$ cat src/shared/bni_pkg.sv
// Functional notes
// - Error flags clear by writing ones
// - Detected bus error sets its kind flag
// - Interrupts go only to one-hot target mask; code sends to any non-zero IDR mask
// - Error interrupts use error vector register
// - User interrupts use user vector register
// - Rewriting current contents clears, cancels pending
// - Zero level never interrupts; top bit highest
// - Host programs target, vectors before enables
// - Separate soft and hard error enables
// - Host enables hard, normally not soft
// - First 256 bytes required; user CSRs follow
// - Alert on retry timeout, stop, CSR access
// - Sixteen 256K windows from fixed base
// - Window from node ID times size
// - Bus number times stride plus I/O base
// - Self test pass sets passed, clears failed
package bni_pkg;
   // -------------------------------------------------------------
   // Address map
   // -------------------------------------------------------------
   localparam logic [31:0] BNI_IO_BASE = 32'h2000_0000;
   localparam logic [31:0] BNI_WIN_BASE = 32'h2040_0000;
   localparam logic [31:0] BNI_BUS_STRIDE = 32'h0200_0000;
   localparam logic [31:0] BNI_WIN_SIZE = 32'h0004_0000;
   localparam logic [31:0] BNI_NODE_SIZE = 32'h0000_2000;
   localparam logic [12:0] OFS_CSR = 13'h0000;
   localparam logic [12:0] OFS_BER = 13'h0008;
   localparam logic [12:0] OFS_EICR = 13'h000C;
   localparam logic [12:0] OFS_IDR = 13'h0010;
   localparam logic [12:0] OFS_UICR = 13'h0014;
   localparam logic [12:0] OFS_BCICR = 13'h0018;
   localparam logic [12:0] OFS_USER = 13'h0100;
   // -------------------------------------------------------------
   // Fields and reset values
   // -------------------------------------------------------------
   localparam int CSR_STS = 0;
   localparam int CSR_BROKE = 1;
   localparam int CSR_SEIE = 2;
   localparam int CSR_HEIE = 3;
   localparam logic [3:0] CSR_RST = 4'h2;
   localparam logic [7:0] BER_SOFT = 8'h0F;
   localparam logic [7:0] BER_HARD = 8'hF0;
   localparam int ICR_W = 20;
   localparam int ICR_LVL_LSB = 16;
   localparam int ICR_LVL_TOP = 19;
   localparam int ICR_PEND = 23;
   localparam int BCI_STOP = 0;
   localparam int BCI_RTO = 1;
   localparam int BCI_UCSR = 2;
   // -------------------------------------------------------------
   // Timing and host sequence
   // -------------------------------------------------------------
   localparam logic [7:0] HOST_TIMEOUT = 8'h10;
   localparam logic [3:0] INIT_LAST = 4'hB;

   typedef enum logic [1:0] {H_IDLE, H_BUS, H_STEP} bni_hstate_t;

   function automatic logic [31:0] node_base(input logic [3:0] bus, input logic [3:0] id);
      return BNI_IO_BASE + BNI_BUS_STRIDE * 32'(bus) + BNI_NODE_SIZE * 32'(id);
   endfunction

   function automatic logic [31:0] win_base(input logic [3:0] bus, input logic [3:0] id);
      return BNI_WIN_BASE + BNI_BUS_STRIDE * 32'(bus) + BNI_WIN_SIZE * 32'(id);
   endfunction
endpackage

$ cat src/shared/bni_bus_if.sv
`timescale 1ns/1ns
interface bni_bus_if;
   logic req;
   logic we;
   logic [31:0] adr;
   logic [31:0] wdata;
   logic ack;
   logic [31:0] rdata;
   logic irq_req;
   logic [15:0] irq_vec;
   logic [3:0] irq_lvl;
   logic [31:0] irq_dest;
   logic irq_ack;
   modport device (
      input req, we, adr, wdata, irq_ack,
      output ack, rdata, irq_req, irq_vec, irq_lvl, irq_dest
   );
   modport host (
      output req, we, adr, wdata, irq_ack,
      input ack, rdata, irq_req, irq_vec, irq_lvl, irq_dest
   );
endinterface

$ cat src/hdl/bni_node_device.sv
`timescale 1ns/1ns
module bni_node_device
   import bni_pkg::*;
(
   input wire logic CLK,
   input wire logic SYS_RST,
   input wire logic CE,
   input wire logic [3:0] NODE_ID,
   input wire logic [3:0] BUS_NUM,
   input wire logic [7:0] BUS_ERR_EVT,
   input wire logic USER_IRQ,
   input wire logic RETRY_TIMEOUT,
   input wire logic STOP_CMD,
   input wire logic SELF_TEST_DONE,
   input wire logic SELF_TEST_OK,
   input wire logic [31:0] USER_RDATA,
   output logic USER_STB,
   output logic USER_WE,
   output logic [12:0] USER_OFFSET,
   output logic [31:0] USER_WDATA,
   output logic WIN_STB,
   output logic [17:0] WIN_OFFSET,
   bni_bus_if.device BUS
);
   // -------------------------------------------------------------
   // State
   // -------------------------------------------------------------
   logic [3:0] csr_ff, nxt_csr;
   logic [7:0] ber_ff, nxt_ber;
   logic [ICR_W-1:0] eicr_ff, nxt_eicr, uicr_ff, nxt_uicr;
   logic [31:0] idr_ff, nxt_idr;
   logic [2:0] bci_ff, nxt_bci;
   logic err_pend_ff, nxt_err_pend, usr_pend_ff, nxt_usr_pend;
   logic irq_req_ff, nxt_irq_req, irq_src_ff, nxt_irq_src;
   logic [15:0] irq_vec_ff, nxt_irq_vec;
   logic [3:0] irq_lvl_ff, nxt_irq_lvl;
   logic ack_ff, nxt_ack, uwait_ff, nxt_uwait;
   logic [31:0] rdata_ff, nxt_rdata;
   logic ustb_ff, nxt_ustb, uwe_ff, nxt_uwe, wstb_ff, nxt_wstb;
   logic [12:0] uoff_ff, nxt_uoff;
   logic [31:0] uwd_ff, nxt_uwd;
   logic [17:0] woff_ff, nxt_woff;

   logic [31:0] node_off, win_off;
   logic in_node, in_win, take, wr, user_acc;
   logic [12:0] off;
   logic err_set, usr_set, eicr_clr, uicr_clr, ack_now;

   function automatic logic hit(input logic t, input logic [12:0] a, input logic [12:0] o);
      return t && (a == o);
   endfunction

   // -------------------------------------------------------------
   // Decode
   // -------------------------------------------------------------
   always_comb
   begin
      node_off = BUS.adr - node_base(BUS_NUM, NODE_ID);
      win_off = BUS.adr - win_base(BUS_NUM, NODE_ID);
      in_node = node_off < BNI_NODE_SIZE;
      in_win = win_off < BNI_WIN_SIZE;
      take = BUS.req && !ack_ff && !uwait_ff && (in_node || in_win);
      wr = take && in_node && BUS.we;
      off = node_off[12:0];
      user_acc = take && in_node && (off >= OFS_USER);
      eicr_clr = hit(wr, off, OFS_EICR) && (BUS.wdata[ICR_W-1:0] == eicr_ff);
      uicr_clr = hit(wr, off, OFS_UICR) && (BUS.wdata[ICR_W-1:0] == uicr_ff);
   end

   // -------------------------------------------------------------
   // Next state
   // -------------------------------------------------------------
   always_comb
   begin
      nxt_csr = csr_ff;
      nxt_ber = ber_ff;
      nxt_eicr = eicr_ff;
      nxt_uicr = uicr_ff;
      nxt_idr = idr_ff;
      nxt_bci = bci_ff;
      nxt_ack = 1'b0;
      nxt_uwait = uwait_ff;
      nxt_rdata = rdata_ff;
      nxt_ustb = 1'b0;
      nxt_wstb = 1'b0;
      nxt_uwe = uwe_ff;
      nxt_uoff = uoff_ff;
      nxt_uwd = uwd_ff;
      nxt_woff = woff_ff;
      // Register writes; status bits of csr are read only
      if (hit(wr, off, OFS_CSR))
      begin
         nxt_csr[CSR_SEIE] = BUS.wdata[CSR_SEIE];
         nxt_csr[CSR_HEIE] = BUS.wdata[CSR_HEIE];
      end
      if (hit(wr, off, OFS_BER))
         nxt_ber = ber_ff & ~BUS.wdata[7:0];
      nxt_ber = nxt_ber | BUS_ERR_EVT;
      if (hit(wr, off, OFS_IDR))
         nxt_idr = BUS.wdata;
      if (hit(wr, off, OFS_BCICR))
         nxt_bci = BUS.wdata[2:0];
      if (hit(wr, off, OFS_EICR))
         nxt_eicr = eicr_clr ? '0 : BUS.wdata[ICR_W-1:0];
      if (hit(wr, off, OFS_UICR))
         nxt_uicr = uicr_clr ? '0 : BUS.wdata[ICR_W-1:0];
      if (SELF_TEST_DONE)
      begin
         nxt_csr[CSR_STS] = 1'b1;
         nxt_csr[CSR_BROKE] = !SELF_TEST_OK;
      end
      // User CSR and window accesses take one extra cycle for user data
      if (take && (user_acc || in_win))
      begin
         nxt_uwait = 1'b1;
         nxt_ustb = user_acc;
         nxt_wstb = in_win;
         nxt_uwe = BUS.we;
         nxt_uoff = off;
         nxt_uwd = BUS.wdata;
         nxt_woff = win_off[17:0];
      end
      else if (take)
      begin
         nxt_ack = 1'b1;
         case (off)
            OFS_CSR: nxt_rdata = 32'(csr_ff);
            OFS_BER: nxt_rdata = 32'(ber_ff);
            OFS_EICR: nxt_rdata = 32'(eicr_ff) | (32'(err_pend_ff) << ICR_PEND);
            OFS_IDR: nxt_rdata = idr_ff;
            OFS_UICR: nxt_rdata = 32'(uicr_ff) | (32'(usr_pend_ff) << ICR_PEND);
            OFS_BCICR: nxt_rdata = 32'(bci_ff);
            default: nxt_rdata = 32'h0000_0000;
         endcase
      end
      if (uwait_ff)
      begin
         nxt_uwait = 1'b0;
         nxt_ack = 1'b1;
         nxt_rdata = uwe_ff ? 32'h0000_0000 : USER_RDATA;
      end
   end

   // -------------------------------------------------------------
   // Interrupt pending and delivery
   // -------------------------------------------------------------
   always_comb
   begin
      ack_now = irq_req_ff && BUS.irq_ack;
      err_set = ((|(BUS_ERR_EVT & BER_SOFT)) && csr_ff[CSR_SEIE]) ||
                ((|(BUS_ERR_EVT & BER_HARD)) && csr_ff[CSR_HEIE]);
      err_set = err_set && (eicr_ff[ICR_LVL_TOP:ICR_LVL_LSB] != 4'h0);
      usr_set = USER_IRQ || (RETRY_TIMEOUT && bci_ff[BCI_RTO]) ||
                (STOP_CMD && bci_ff[BCI_STOP]) || (user_acc && bci_ff[BCI_UCSR]);
      usr_set = usr_set && (uicr_ff[ICR_LVL_TOP:ICR_LVL_LSB] != 4'h0);
      // New events win over clears and deliveries in the same cycle
      nxt_err_pend = err_set || (err_pend_ff && !eicr_clr && !(ack_now && !irq_src_ff));
      nxt_usr_pend = usr_set || (usr_pend_ff && !uicr_clr && !(ack_now && irq_src_ff));
      nxt_irq_req = irq_req_ff;
      nxt_irq_src = irq_src_ff;
      nxt_irq_vec = irq_vec_ff;
      nxt_irq_lvl = irq_lvl_ff;
      if (irq_req_ff)
      begin
         if (ack_now || (irq_src_ff ? uicr_clr : eicr_clr))
            nxt_irq_req = 1'b0;
      end
      // Nothing goes out while no target node is selected
      else if (idr_ff != 32'h0000_0000)
      begin
         if (err_pend_ff)
         begin
            nxt_irq_req = 1'b1;
            nxt_irq_src = 1'b0;
            nxt_irq_vec = eicr_ff[15:0];
            nxt_irq_lvl = eicr_ff[ICR_LVL_TOP:ICR_LVL_LSB];
         end
         else if (usr_pend_ff)
         begin
            nxt_irq_req = 1'b1;
            nxt_irq_src = 1'b1;
            nxt_irq_vec = uicr_ff[15:0];
            nxt_irq_lvl = uicr_ff[ICR_LVL_TOP:ICR_LVL_LSB];
         end
      end
   end

   // -------------------------------------------------------------
   // Registers; events while CE is low are not seen
   // -------------------------------------------------------------
   always_ff @(posedge CLK or posedge SYS_RST)
   begin
      if (SYS_RST)
      begin
         csr_ff <= CSR_RST;
         ber_ff <= '0;
         eicr_ff <= '0;
         uicr_ff <= '0;
         idr_ff <= '0;
         bci_ff <= '0;
         err_pend_ff <= 1'b0;
         usr_pend_ff <= 1'b0;
         irq_req_ff <= 1'b0;
         irq_src_ff <= 1'b0;
         irq_vec_ff <= '0;
         irq_lvl_ff <= '0;
         ack_ff <= 1'b0;
         uwait_ff <= 1'b0;
         rdata_ff <= '0;
         ustb_ff <= 1'b0;
         uwe_ff <= 1'b0;
         wstb_ff <= 1'b0;
         uoff_ff <= '0;
         uwd_ff <= '0;
         woff_ff <= '0;
      end
      else if (CE)
      begin
         csr_ff <= nxt_csr;
         ber_ff <= nxt_ber;
         eicr_ff <= nxt_eicr;
         uicr_ff <= nxt_uicr;
         idr_ff <= nxt_idr;
         bci_ff <= nxt_bci;
         err_pend_ff <= nxt_err_pend;
         usr_pend_ff <= nxt_usr_pend;
         irq_req_ff <= nxt_irq_req;
         irq_src_ff <= nxt_irq_src;
         irq_vec_ff <= nxt_irq_vec;
         irq_lvl_ff <= nxt_irq_lvl;
         ack_ff <= nxt_ack;
         uwait_ff <= nxt_uwait;
         rdata_ff <= nxt_rdata;
         ustb_ff <= nxt_ustb;
         uwe_ff <= nxt_uwe;
         wstb_ff <= nxt_wstb;
         uoff_ff <= nxt_uoff;
         uwd_ff <= nxt_uwd;
         woff_ff <= nxt_woff;
      end
   end

   assign BUS.ack = ack_ff;
   assign BUS.rdata = rdata_ff;
   assign BUS.irq_req = irq_req_ff;
   assign BUS.irq_vec = irq_vec_ff;
   assign BUS.irq_lvl = irq_lvl_ff;
   assign BUS.irq_dest = idr_ff;
   assign USER_STB = ustb_ff;
   assign USER_WE = uwe_ff;
   assign USER_OFFSET = uoff_ff;
   assign USER_WDATA = uwd_ff;
   assign WIN_STB = wstb_ff;
   assign WIN_OFFSET = woff_ff;
endmodule

$ cat src/flat_wrapper.sv
// flat-port wrapper written by rule: the top's interface ports become plain ports
module bni_node_device_flat import bni_pkg::*;
  (CLK, SYS_RST, CE, NODE_ID, BUS_NUM, BUS_ERR_EVT, USER_IRQ, RETRY_TIMEOUT, STOP_CMD, SELF_TEST_DONE, SELF_TEST_OK, USER_RDATA, USER_STB, USER_WE, USER_OFFSET, USER_WDATA, WIN_STB, WIN_OFFSET, BUS_req, BUS_we, BUS_adr, BUS_wdata, BUS_irq_ack, BUS_ack, BUS_rdata, BUS_irq_req, BUS_irq_vec, BUS_irq_lvl, BUS_irq_dest);
  bni_bus_if BUS_i ();
  input wire logic CLK;
  input wire logic SYS_RST;
  input wire logic CE;
  input wire logic [3:0] NODE_ID;
  input wire logic [3:0] BUS_NUM;
  input wire logic [7:0] BUS_ERR_EVT;
  input wire logic USER_IRQ;
  input wire logic RETRY_TIMEOUT;
  input wire logic STOP_CMD;
  input wire logic SELF_TEST_DONE;
  input wire logic SELF_TEST_OK;
  input wire logic [31:0] USER_RDATA;
  output logic USER_STB;
  output logic USER_WE;
  output logic [12:0] USER_OFFSET;
  output logic [31:0] USER_WDATA;
  output logic WIN_STB;
  output logic [17:0] WIN_OFFSET;
  input wire logic [$bits(BUS_i.req)-1:0] BUS_req;
  input wire logic [$bits(BUS_i.we)-1:0] BUS_we;
  input wire logic [$bits(BUS_i.adr)-1:0] BUS_adr;
  input wire logic [$bits(BUS_i.wdata)-1:0] BUS_wdata;
  input wire logic [$bits(BUS_i.irq_ack)-1:0] BUS_irq_ack;
  output wire logic [$bits(BUS_i.ack)-1:0] BUS_ack;
  output wire logic [$bits(BUS_i.rdata)-1:0] BUS_rdata;
  output wire logic [$bits(BUS_i.irq_req)-1:0] BUS_irq_req;
  output wire logic [$bits(BUS_i.irq_vec)-1:0] BUS_irq_vec;
  output wire logic [$bits(BUS_i.irq_lvl)-1:0] BUS_irq_lvl;
  output wire logic [$bits(BUS_i.irq_dest)-1:0] BUS_irq_dest;
  assign BUS_i.req = BUS_req;
  assign BUS_i.we = BUS_we;
  assign BUS_i.adr = BUS_adr;
  assign BUS_i.wdata = BUS_wdata;
  assign BUS_i.irq_ack = BUS_irq_ack;
  assign BUS_ack = BUS_i.ack;
  assign BUS_rdata = BUS_i.rdata;
  assign BUS_irq_req = BUS_i.irq_req;
  assign BUS_irq_vec = BUS_i.irq_vec;
  assign BUS_irq_lvl = BUS_i.irq_lvl;
  assign BUS_irq_dest = BUS_i.irq_dest;
  bni_node_device u_core (.CLK(CLK), .SYS_RST(SYS_RST), .CE(CE), .NODE_ID(NODE_ID), .BUS_NUM(BUS_NUM), .BUS_ERR_EVT(BUS_ERR_EVT), .USER_IRQ(USER_IRQ), .RETRY_TIMEOUT(RETRY_TIMEOUT), .STOP_CMD(STOP_CMD), .SELF_TEST_DONE(SELF_TEST_DONE), .SELF_TEST_OK(SELF_TEST_OK), .USER_RDATA(USER_RDATA), .USER_STB(USER_STB), .USER_WE(USER_WE), .USER_OFFSET(USER_OFFSET), .USER_WDATA(USER_WDATA), .WIN_STB(WIN_STB), .WIN_OFFSET(WIN_OFFSET), .BUS(BUS_i));
endmodule
$ cat config.mk
export PLATFORM = sky130hd
export DESIGN_NAME = bni_node_device_flat
export DESIGN_NICKNAME = d
export VERILOG_FILES = /design/src/shared/bni_pkg.sv /design/src/shared/bni_bus_if.sv /design/src/hdl/bni_node_device.sv /design/src/flat_wrapper.sv
export SDC_FILE = /design/constraint.sdc
export NUM_CORES = 1
export LEC_CHECK = 0
export BUFFER_PORTS_ARGS = -buffer_cell sky130_fd_sc_hd__buf_2
export CAP_MARGIN = 20
export CORE_MARGIN = 2
export CORE_UTILIZATION = 45
export DETAILED_ROUTE_END_ITERATION = 8
export GPL_TIMING_DRIVEN = 1
export PLACE_DENSITY = 0.73
export SLEW_MARGIN = 5
export SYNTH_ARGS = -nofsm -noshare
export SYNTH_HDL_FRONTEND = slang
export SYNTH_SLANG_ARGS = --single-unit
$ cat constraint.sdc
create_clock -name CLK -period 9.37 [get_ports CLK]
set_clock_uncertainty 0.15 [all_clocks]
set_input_delay 0 -clock CLK [delete_from_list [all_inputs] [get_ports CLK]]
set_output_delay 0 -clock CLK [all_outputs]
set_load 0.01 [all_outputs]
# ---- Yosys cells after proc, flatten, opt, wreduce, memory -nomap -nowiden
# Index checks and enable logic that the tools add are counted.
dict set report totals {
  out_inout_bits 152
  reg_bits 211
}
dict set report classes {
  bitwise_logic 6
  mux 27
  addsub 6
  eq_ne 8
  n_lt_le_gt_ge 3
  reduce_logical 63
}
# cell n
set op_table {}
lappend op_table {{$pmux W32 S6} 1}
lappend op_table {{$mux W32} 4}
lappend op_table {{$sub A32 B32 Y32} 2}
lappend op_table {{$add A30 B29 Y31 const A} 2}
lappend op_table {{$or A20 B24 Y24} 2}
lappend op_table {{$eq A20 B20 Y1} 2}
lappend op_table {{$mux W20} 2}
lappend op_table {{$eq A13 B5 Y1 const B} 3}
lappend op_table {{$add A32 B17 Y32} 1}
lappend op_table {{$add A32 B22 Y32} 1}
lappend op_table {{$lt A32 B14 Y1 const B} 1}
lappend op_table {{$lt A32 B19 Y1 const B} 1}
lappend op_table {{$mux W16} 2}
lappend op_table {{$reduce_bool A32 Y1} 1}
lappend op_table {{$logic_and A1 B1 Y1} 29}
lappend op_table {{$eq A13 B4 Y1 const B} 2}
lappend op_table {{$mux W1} 15}
lappend op_table {{$reduce_and A2 Y1} 7}
lappend op_table {{$ge A13 B9 Y1 const B} 1}
lappend op_table {{$logic_not A13 Y1} 1}
lappend op_table {{$logic_or A1 B1 Y1} 9}
lappend op_table {{$and A8 B8 Y8} 1}
lappend op_table {{$logic_not A1 Y1} 8}
lappend op_table {{$mux W4} 2}
lappend op_table {{10 further kinds} 13}

# ---- Depth between registers and ports, before layout
# Gate-level depths: netlist of run 1.
dict set report logic_depth {
  word_depth 14
  mapped_depth 15
  depth_no_buf 12
}

# ---- Worst setup path before layout of run 1
# Ideal clock, no wire load.
dict set report synth_timing {
  path_kind {input port to flip-flop}
  from {input BUS_adr[14]}
  to {register u_core.uwd_ff[0] (netlist: u_core.USER_WDATA[0])}
  t_arrival_ns 3.149
  path_buffers 1
  stages 12
  path_slack_ns 5.945
  setup_ns 0.125
  cell_sequence {inv_1 -> ha_1 -> inv_1 -> ha_1 -> o21a_4 -> o311ai_2 -> a21oi_2 -> or3_1 -> a2111o_1 -> o41ai_4 -> buf_6 -> mux2_4}
}
dict set report synth_between {
  elab_chain_len 9
  elab_cells_between_ends 11
  classes_between {2 x add/sub; 2 x order compare; 7 x reduce/logical}
}
# item line
set synth_rtl {}
lappend synth_rtl {{start, declared} flat_wrapper.sv:25} ;# input wire logic [$bits(BUS_i.adr)-1:0] BUS_adr;
lappend synth_rtl {{$sub A32 B32 Y32, on equally long branches} {bni_node_device.sv:58, bni_node_device.sv:59}}
lappend synth_rtl {{$lt A32 B14 Y1 or $lt A32 B19 Y1 (tied branches)} {bni_node_device.sv:60, bni_node_device.sv:61}}
lappend synth_rtl {{$logic_or A1 B1 Y1} bni_node_device.sv:62} ;# take = BUS.req && !ack_ff && !uwait_ff && (in_node || in_win);
lappend synth_rtl {{$logic_and A1 B1 Y1} bni_node_device.sv:62}
lappend synth_rtl {{$logic_and A1 B1 Y1 (2 in a row)} bni_node_device.sv:65} ;# user_acc = take && in_node && (off >= OFS_USER);
lappend synth_rtl {{$logic_or A1 B1 Y1} bni_node_device.sv:113} ;# if (take && (user_acc || in_win))
lappend synth_rtl {{$logic_and A1 B1 Y1 (*)} bni_node_device.sv:113}
lappend synth_rtl {{$reduce_and A2 Y1 (no line) (*)} --}
lappend synth_rtl {{end signal, assigned} bni_node_device.sv:238} ;# uwd_ff <= nxt_uwd;
lappend synth_rtl {{end, declared} bni_node_device.sv:41} ;# logic [31:0] uwd_ff, nxt_uwd;
# Every way passes the cells marked *; elsewhere a longest branch is shown, timed or not.
# A chain may end at the register's enable or synchronous reset.

# ---- Final worst setup path of run 1
dict set report layout_timing {
  from {input BUS_adr[16]}
  to {register u_core.ber_ff[5]}
}
dict set report layout_between {
  elab_chain_len 9
  elab_cells_between_ends 11
  classes_between {2 x add/sub; 2 x order compare; 1 x mux; 1 x bitwise; 5 x reduce/logical}
}
# item line
set layout_rtl {}
lappend layout_rtl {{$sub A32 B32 Y32, on equally long branches} {bni_node_device.sv:58, bni_node_device.sv:59}}
lappend layout_rtl {{$lt A32 B14 Y1 or $lt A32 B19 Y1 (tied branches)} {bni_node_device.sv:60, bni_node_device.sv:61}}
lappend layout_rtl {{$logic_or A1 B1 Y1} bni_node_device.sv:62}
lappend layout_rtl {{$logic_and A1 B1 Y1} bni_node_device.sv:62}
lappend layout_rtl {{$logic_and A1 B1 Y1 (*) (2 in a row)} bni_node_device.sv:63} ;# wr = take && in_node && BUS.we;
lappend layout_rtl {{$logic_and A1 B1 Y1 (*)} bni_node_device.sv:50} ;# return t && (a == o);
lappend layout_rtl {{$mux W8 (*)} bni_node_device.sv:96} ;# if (hit(wr, off, OFS_BER))
lappend layout_rtl {{$or A8 B8 Y8 (*)} bni_node_device.sv:98} ;# nxt_ber = nxt_ber | BUS_ERR_EVT;
lappend layout_rtl {{end signal, assigned} bni_node_device.sv:220} ;# ber_ff <= nxt_ber;
lappend layout_rtl {{end, declared} bni_node_device.sv:29} ;# logic [7:0] ber_ff, nxt_ber;
# Marks and branches as above.

==> out/qor.yml, run 1 <==
outcome:
  status: "completed"
logic_synthesis:
  ys_warn_count: 0
  synth_cells: 1025
  yosysTopAreaCell: "dfrtp_1"
  synth_area_leaders: "dfrtp_1, mux2_2, mux2_4, o21ai_0, nand2_1"
  syn_nets: 1178
  async_flop_share: 1.000
  synth_area_per_cell_um2: 10.64
  ys_ff_latch: 198
  synthFlopType: "dfrtp_1"
  syn_area_um2: 10910
  yosysSeqAreaShare: 0.4542
  synth_common_cells: "dfrtp_1, nand2_1, o21ai_0"
  synth_most_common_cell: "dfrtp_1"
  synth_edf_count: 0
  netlist.area_leader.share: 0.4518
  yosysUniqueCellTypes: 70
timing:
  fin_crit_ns: 4.450
  setup_viol: 0
  period_share: 0.4749
  maxSlewViolCount: 0
  fin_ws_ns: 4.920
  max_freq_ghz: 0.2247
  max_slew_margin: 0.3194
  rsz0062_at_grt: "no"
  tightest_slew_ns: 1.018
  finalHoldViolCount: 0
  fin_tns_setup_ns: 0
power:
  power_density_nw_per_um2: 129.3
  power.leakage_uw: 0.007016
  peakVddDrop_mv: 0.09598
cells_and_area:
  layout-drive-gt1-share: 0.3341
  nets: 1520
  area_growth_pct: 29.27
  regArea_um2: 4956
  post-route-util: 0.5973
  multi_input_area_um2: 5414
  design_area_um2: 14100
  nFillCells: 1979
critical_path:
  worstReg2RegEnd: "u_core.BUS.irq_dest[28]$_DFFE_PP0P_"
  timing.rr.start: "u_core.uwait_ff$_DFFE_PP0P_"
  worstPathArrival_ns: 4.62
  crit_path_start: "BUS_adr[16]"
  r2r_cells: 9
  critPathCapture: "u_core.ber_ff[5]$_DFFE_PP0P_"
  worstPathMaxFanout: 8
  cp-start-kind: "input port"
  path_class: "input port to register"
  worstPathRequired_ns: 9.54
  r2r_setup_slack_ns: 5.45
  cp-end-kind: "register"
clock_tree:
  cts_tree: "yes"
  post_cts_resize_count: 0
  clock_latency_ns: 0.44
  htreeDepth: 4
  clockBufferDepth: 2
  numCtsBuffers: 17
  cts.reportedPaths.clkPinSlew_ns: 0.08
  clock_sinks: 198
  root_buffer: "clkbuf_16"
floorplan:
  io_pins: 275
  die_height_um: 159.7
  start_util: 0.4621
  dieWidth_um: 159.7
  std_cell_rows: 56
  die-area_um2: 25510
  coreArea_um2: 23610
placement:
  gp_congestion: 0.8970
  dpl-instance-area_um2: 12450
  portBuffers: 274
  post-dp-hpwl_mm: 24.29
  dpl_worst_slack_ns: 5.249
grt:
  grt_pass1_wl_mm: 55.41
  grt_max_degree: 135
  grt_pass1_vias: 10060
  grt_usage: 0.2749
  grt_overflow: 0
  antenna_found_initial: 2
hold_path:
  hp-class: "input port to register"
route:
  first_pass_iters: 8
  vias: 9648
  routed_via_density: 5.675
  routed_wl_mm: 35.11
  drt_iter0_markers: 836
  ant_nets: 0
  drc: 0
  wl_per_cell_um: 20.65
job:
  drv_cap: 0
## repair_timing
item,CTS,global route
hold endpoints to repair,308,0
endpoints found under the setup margin,0,0
hold buffers,110,0
setup buffers,0,0
## worst max-delay path, cell delays in order
cell and delay (ns):
dlygate4sd3_1 0.52, buf_2 0.11, inv_1 0.05, ha_1 0.28
inv_1 0.04, ha_1 0.35, o21a_1 0.33, o22ai_4 0.16
a311oi_1 0.30, a2bb2oi_1 0.23, nor4b_1 0.71, nand4b_1 0.52
a221o_1 0.44, dlygate4sd3_1 0.57
## worst min path at each step
stage               cells past startpoint            from                           end
floorplan                               1  SELF_TEST_DONE  u_core.csr_ff[1]$_DFFE_PP1P_
detailed placement                      2    SELF_TEST_OK  u_core.csr_ff[1]$_DFFE_PP1P_
finish                                  5     BUS_adr[31]    u_core.WIN_STB$_DFFE_PP0P_
global placement                        2    SELF_TEST_OK  u_core.csr_ff[1]$_DFFE_PP1P_
CTS                                     5     BUS_adr[31]    u_core.WIN_STB$_DFFE_PP0P_
global route                            5     BUS_adr[31]    u_core.WIN_STB$_DFFE_PP0P_
## layout make-up
cell class                      count  area share
Multi-Input combinational cell    700      0.3839
Antenna cell                        1   0.0001774
Timing Repair Buffer              397      0.1825
Tap cell                          319     0.02830
Clock buffer                       19     0.03141
Inverter                           53     0.01464
Clock inverter                     13    0.007718
Sequential cell                   198      0.3514
## flip-flops by register name, indices dropped and copies added, names as in the netlist, 3 cells and up
register	cells
u_core.USER_WDATA	32
u_core.ber_ff	8
u_core.csr_ff	4
u_core.WIN_OFFSET	18
u_core.BUS.irq_vec	16
u_core.uicr_ff	20
u_core.BUS.rdata	32
u_core.bci_ff	3
u_core.eicr_ff	20
u_core.BUS.irq_lvl	4
u_core.BUS.irq_dest	32
## power by group
group,switching (uW),internal (uW)
clock,355,357
combinational,141,106
sequential,4.47,861
total,500,1320
## metrics by stage
step,cells,hold slack (ns),power (uW)
global route,1700,0.1163,1892
CTS,1699,0.04826,1831
floorplan,1025,-0.07999,1009
finish,1700,0.06336,1823
detailed placement,1557,0.02282,1090
global placement,1556,0.01117,1086
## logic make-up (layout without fill, tap and decap cells)
group	count (synthesis)	in the layout	synth area share
other cells	0	1	0
xor+xnor	46	46	0.03693
compound gates	222	222	0.1413
fa+ha+maj	30	30	0.03440
mux	150	150	0.1687
buf+inv	127	482	0.05332
simple gates	252	252	0.1111
flops	198	198	0.4542
## layer usage
layer	wire [um]	share of wire	GRT usage	vias to the layer above
li1	-	-	-	4377
met1	13930	0.40	0.3342	4749
met2	17680	0.50	0.4831	444
met3	2263	0.064	0.04961	78
met4	1233	0.035	0.1107	0
met5	0	0	0	-
## placed cells by master, fill, tap and decap left out, types with 18 or more instances in the layout
cell type / instances
ha_1: 30
nor4_1: 18
nand2_1: 131
mux2_4: 48
xnor2_1: 27
mux2i_1: 23
a222oi_1: 20
inv_1: 52
dlygate4sd3_1: 110
o21ai_0: 102
xor2_1: 19
buf_2: 274
mux2_2: 78
dfrtp_1: 197
nor2_1: 22
Power figures use the tool's default switching activity.
==> inputs of run 2 (changes only) <==
==> constraint.sdc (replaced) <==
create_clock -name CLK -period 4.5 [get_ports CLK]
set_clock_uncertainty 0.15 [all_clocks]
set_input_delay 0 -clock CLK [delete_from_list [all_inputs] [get_ports CLK]]
set_output_delay 0 -clock CLK [all_outputs]
set_load 0.01 [all_outputs]
==> run 2 against run 1 <==
  * Design area grew 0.94%
  * Non-clock buffer count grew 6
  * Core utilization grew 0.56 points
  * Clock power grew 120%
  * Critical endpoint unchanged
==> out/qor.yml, run 2 (synthesis gave the netlist of run 1 again) <==
outcome:
  status: "completed"
critical_path:
  timing.rr.start: "u_core.BUS.ack$_DFFE_PP0P_"
  cp-end-kind: "register"
  worstReg2RegEnd: "u_core.ber_ff[5]$_DFFE_PP0P_"
  r2r_setup_slack_ns: 0.68
  r2r_cells: 8
  worstPathArrival_ns: 4.34
  path_class: "input port to register"
  cp-start-kind: "input port"
  worstPathMaxFanout: 8
  worstPathRequired_ns: 4.68
  crit_path_start: "BUS_adr[16]"
cells_and_area:
  post-route-util: 0.6029
  final_common_cell: "buf_2"
  nets: 1526
  design_area_um2: 14240
  layout-drive-gt1-share: 0.3384
  n_antenna_cell: 0
  mostFrequentLayoutCells: "buf_2, dfrtp_1, nand2_1"
  instances_no_fill: 1705
  area_growth_pct: 30.48
grt:
  use_met2: 0.4540
  grt_max_degree: 110
  grt_overflow: 0
  grt_pass1_wl_mm: 54.24
  grt_pass1_vias: 9866
  grt_busiest_layer: "met2"
  met3_usage: 0.04416
  use_met1: 0.3473
  antenna_found_initial: 0
  grt_usage: 0.2692
power:
  combinationalPowerShare: 0.131
  p_int_uw: 2823
  peakVddDrop_mv: 0.2307
  p_switching_uw: 1052
  power_density_nw_per_um2: 272.2
  clockPowerShare: 0.404
  seq_power_share: 0.465
  power_switching_share: 0.2714
  power.leakage_uw: 0.007066
placement:
  dpl-instance-area_um2: 12510
  portBuffers: 274
  gp_congestion: 0.9288
  post-dp-hpwl_mm: 23.83
  placedCellCount: 1562
timing:
  rsz0062_at_grt: "no"
  hold_slack_ns: 0.1120
  fin_crit_ns: 4.161
  tightest_slew_ns: 1.033
  max_freq_ghz: 0.2403
  maxSlewViolCount: 0
  finalHoldViolCount: 0
  fin_tns_setup_ns: 0
  max_slew_margin: 0.3047
  setup_viol: 0
  period_share: 0.9248
clock_tree:
  clockBufferDepth: 2
  root_buffer: "clkbuf_16"
  clock_sinks: 198
  cts_tree: "yes"
  clock_latency_ns: 0.45
  numCtsBuffers: 17
  htreeDepth: 4
  cts.reportedPaths.clkPinSlew_ns: 0.08
floorplan:
  dieWidth_um: 159.7
  io_pins: 275
  coreArea_um2: 23610
  start_util: 0.4621
  std_cell_rows: 56
  die_height_um: 159.7
  die-area_um2: 25510
hold_path:
  hp-class: "input port to asynchronous set/reset pin"
route:
  ant_nets: 0
  vias: 9595
  drt_iter0_markers: 731
  routed_via_density: 5.628
  wl_per_cell_um: 20.13
  first_pass_iters: 8
  routed_wl_mm: 34.33
  drc: 0
job:
  drv_cap: 0
run 2: cell count changes in the layout (fill, tap and decap cells not counted), sizes merged:
cell / delta
buf: +6
bufinv: +1
clkinvlp: +1
diode: -1
inv: -2
run 2: cell type report:
| cell class | count | area, um^2 |
|---|---|---|
| clock buffers | 19 | 442.9 |
| clock inverters | 13 | 155.1 |
| fillers | 1951 | 9376 |
| inverters | 53 | 202.7 |
| multi-input cells | 700 | 5415 |
| flip-flops and latches | 198 | 4956 |
| well taps | 319 | 399.1 |
| repair buffers | 403 | 2665 |
run 2: worst max-delay path, cell delays in order:
cell           delay [ns]
dlygate4sd3_1        0.52
buf_2                0.11
inv_1                0.04
ha_1                 0.27
inv_1                0.04
ha_1                 0.28
or3b_1               0.44
o22ai_4              0.26
a31oi_1              0.15
a211o_1              0.34
nor4b_2              0.44
nand4b_1             0.44
a221o_1              0.43
dlygate4sd3_1        0.57
run 2: metrics by stage:
stage / total power, uW / setup slack (ns)
after global placement: 2264 / 0.6410
after detailed placement: 2268 / 0.5064
final: 3875 / 0.3386
after global routing: 4029 / 0.1106
after CTS: 3897 / 0.1320
after floorplan: 2102 / 1.075
run 2: power by group through the flow:
stage	combinational [uW]	clock, uW	sequential, uW
finish	509	1570	1800
global route	560	1670	1800
CTS	503	1590	1800
detailed placement	431	0	1840
global placement	428	0	1840
floorplan	261	0	1840
run 2: routing by layer:
metal	vias to the layer above	part of all wire	wire length, um
met5	-	0	0
met1	4746	0.42	14350
met2	394	0.49	16810
met3	76	0.063	2167
li1	4379	-	-
met4	0	0.029	1004
run 2: worst max path at each step:
stage                                       endpoint  depth (start not counted)  slack [ns]
floorplan           u_core.USER_WDATA[0]$_DFFE_PP0P_                         12        1.08
global placement     u_core.BUS.rdata[9]$_DFFE_PP0P_                         13        0.64
detailed placement  u_core.BUS.rdata[18]$_DFFE_PP0P_                         12        0.51
CTS                     u_core.ber_ff[7]$_DFFE_PP0P_                         14        0.13
global route            u_core.ber_ff[6]$_DFFE_PP0P_                         14        0.11
finish                  u_core.ber_ff[5]$_DFFE_PP0P_                         14        0.34
run 2: repair_timing:
item,in CTS,in global routing
resized for setup,0,1
hold buffers,110,0
endpoints found under the setup margin,0,8
buffers inserted,0,0
endpoints found under the hold margin,208,0
==> inputs of run 3 (changes only) <==
==> constraint.sdc (replaced) <==
create_clock -name CLK -period 4.5 [get_ports CLK]
set_clock_uncertainty 0.15 [all_clocks]
set_input_delay 0.45 -clock CLK [delete_from_list [all_inputs] [get_ports CLK]]
set_output_delay 0.45 -clock CLK [all_outputs]
set_load 0.01 [all_outputs]
==> run 3 against run 2 <==
  * Hold slack worse by 0.11 ns
  * Clock power grew 3%
  * Fmax is 8.3% higher
  * Routed wire length down 5.1%
  * Count of clock-buffer cells in the layout fell by 1
  * Power fell by 0.49%
  * Flip-flop and latch count stayed put
  * Non-clock buffer count fell by 105
  * Via count shrank 4.3%
  * Critical path type unchanged
  * Largest power group unchanged
==> out/qor.yml, run 3 (synthesis gave the netlist of run 1 again) <==
placement:
  post-dp-hpwl_mm: 23.69
  dpl-instance-area_um2: 12550
  gp_congestion: 0.9091
  portBuffers: 274
route:
  highest_layer: "met5"
  drt_iter0_markers: 781
  vias: 9184
  first_pass_iters: 6
  routed_via_density: 5.740
  ant_nets: 0
  wl_per_cell_um: 20.37
  wl_met3_mm: 2.463
  met2_length_mm: 15.76
  routed_wl_mm: 32.59
  drc: 0
  met1_length_mm: 13.47
grt:
  grt_pass1_vias: 9076
  grt_overflow: 0
  grt_usage: 0.2557
  antenna_found_initial: 2
  grt_pass1_wl_mm: 51.23
  grt_max_degree: 110
cells_and_area:
  mostFrequentLayoutCells: "buf_2, dfrtp_1, nand2_1"
  design_area_um2: 13200
  n_antenna_cell: 0
  post-route-util: 0.5591
  area_growth_pct: 21.00
  layout-drive-gt1-share: 0.3685
  nets: 1421
  final_common_cell: "buf_2"
power:
  combinationalPowerShare: 0.114
  peakVddDrop_mv: 0.2168
  power.leakage_uw: 0.006668
  power_switching_share: 0.2717
  power_density_nw_per_um2: 292.1
  p_int_uw: 2809
  p_switching_uw: 1048
  seq_power_share: 0.467
  clockPowerShare: 0.419
timing:
  period_share: 0.8540
  tightest_slew_ns: 0.7581
  max_slew_margin: 0.4875
  rsz0062_at_grt: "no"
  fin_crit_ns: 3.843
  fin_tns_setup_ns: 0
  max_freq_ghz: 0.2602
  setup_viol: 0
  finalHoldViolCount: 0
  maxSlewViolCount: 0
floorplan:
  die-area_um2: 25510
  coreArea_um2: 23610
  io_pins: 275
  die_height_um: 159.7
  dieWidth_um: 159.7
  start_util: 0.4621
  std_cell_rows: 56
critical_path:
  r2r_cells: 8
  critPathCapture: "u_core.ber_ff[6]$_DFFE_PP0P_"
  cp-start-kind: "input port"
  cp-end-kind: "register"
  worstPathArrival_ns: 4.02
  r2r_setup_slack_ns: 0.78
  worstPathRequired_ns: 4.68
  timing.rr.start: "u_core.BUS.ack$_DFFE_PP0P_"
  max_stage_delay_ns: 0.67
  critPathSlowestCell: "nor4b_1"
  cp_cell_sequence: "buf_2 -> inv_1 -> ha_1 -> inv_1 -> ha_1 -> a21oi_1 -> o21ai_0 -> o21ai_0 -> o31ai_1 -> nor4b_1 -> nand4b_1 -> a221o_1"
  worstReg2RegEnd: "u_core.USER_WDATA[16]$_DFFE_PP0P_"
  path_class: "input port to register"
  crit_path_start: "BUS_adr[27]"
  worstPathMaxFanout: 14
clock_tree:
  root_buffer: "clkbuf_16"
  cts.reportedPaths.clkPinSlew_ns: 0.08
  numCtsBuffers: 17
  clock_sinks: 198
  clock_latency_ns: 0.45
  clockBufferDepth: 2
  htreeDepth: 4
  cts_tree: "yes"
  post_cts_resize_count: 0
hold_path:
  hp-class: "input port to asynchronous set/reset pin"
outcome:
  status: "completed"
job:
  drv_cap: 0
run 3: cell types whose count changed in the layout (fill, tap and decap cells not counted), sizes merged:
cell | previous run | this run
clkbuf | 19 | 18
clkinv | 4 | 6
dlygate4sd3 | 110 | 1
inv | 59 | 58
buf | 293 | 297
bufinv | 1 | 2
clkinvlp | 2 | 1
run 3: worst min path at each step:
stage | endpoint | slack [ns] | depth (start not counted)
finish | u_core.USER_WDATA[4]$_DFFE_PP0P_ | 0.0004 | 3
global route | u_core.csr_ff[1]$_DFFE_PP1P_ | 0.06 | 2
CTS | u_core.csr_ff[1]$_DFFE_PP1P_ | 0.04 | 2
detailed placement | u_core.csr_ff[0]$_DFFE_PP0P_ | 0.29 | 1
global placement | u_core.csr_ff[0]$_DFFE_PP0P_ | 0.30 | 1
floorplan | u_core.csr_ff[0]$_DFFE_PP0P_ | 0.28 | 1
run 3: routing by layer:
layer | vias up | GRT usage
met2 | 414 | 0.4231
met4 | 4 | 0.08678
li1 | 4175 | -
met5 | - | 0
met3 | 55 | 0.05558
met1 | 4536 | 0.3334
run 3: critical path, delay by kind of cell:
kind / cells / cell delay, ns
fa+ha+maj: 2 / 0.78
compound gates: 5 / 1.45
simple gates: 2 / 1.17
buf+inv: 3 / 0.17
run 3: final cells by class:
type | instances | area (um^2)
Clock buffer | 18 | 429.2
Timing Repair Buffer | 298 | 1617
Clock inverter | 14 | 188.9
Inverter | 53 | 202.7
Tap cell | 319 | 399.1
Multi-Input combinational cell | 700 | 5409
Sequential cell | 198 | 4956
Fill cell | 2043 | 10410
run 3: power groups by stage:
stage               registers, uW  logic, uW  clock network [uW]
floorplan                    1840        261                   0
global placement             1840        428                   0
detailed placement           1840        434                   0
CTS                          1800        438                1640
global route                 1800        489                1710
finish                       1800        440                1620
run 3: what timing repair did:
action                                 4_1_cts  5_1_grt
setup buffers                                0        0
endpoints found under the hold margin        1        0
hold buffers                                 1        0
setup endpoints to repair                    0        0
run 3: metrics by stage:
stage,total power (uW),std cells,hold slack [ns],setup WS [ns]
floorplan,2102,1025,0.2767,0.6255
global placement,2264,1566,0.2956,0.2835
detailed placement,2270,1566,0.2931,0.2005
CTS,3874,1599,0.03568,0.6627
global route,4000,1600,0.06412,0.4915
finish,3856,1600,0.0003759,0.6571
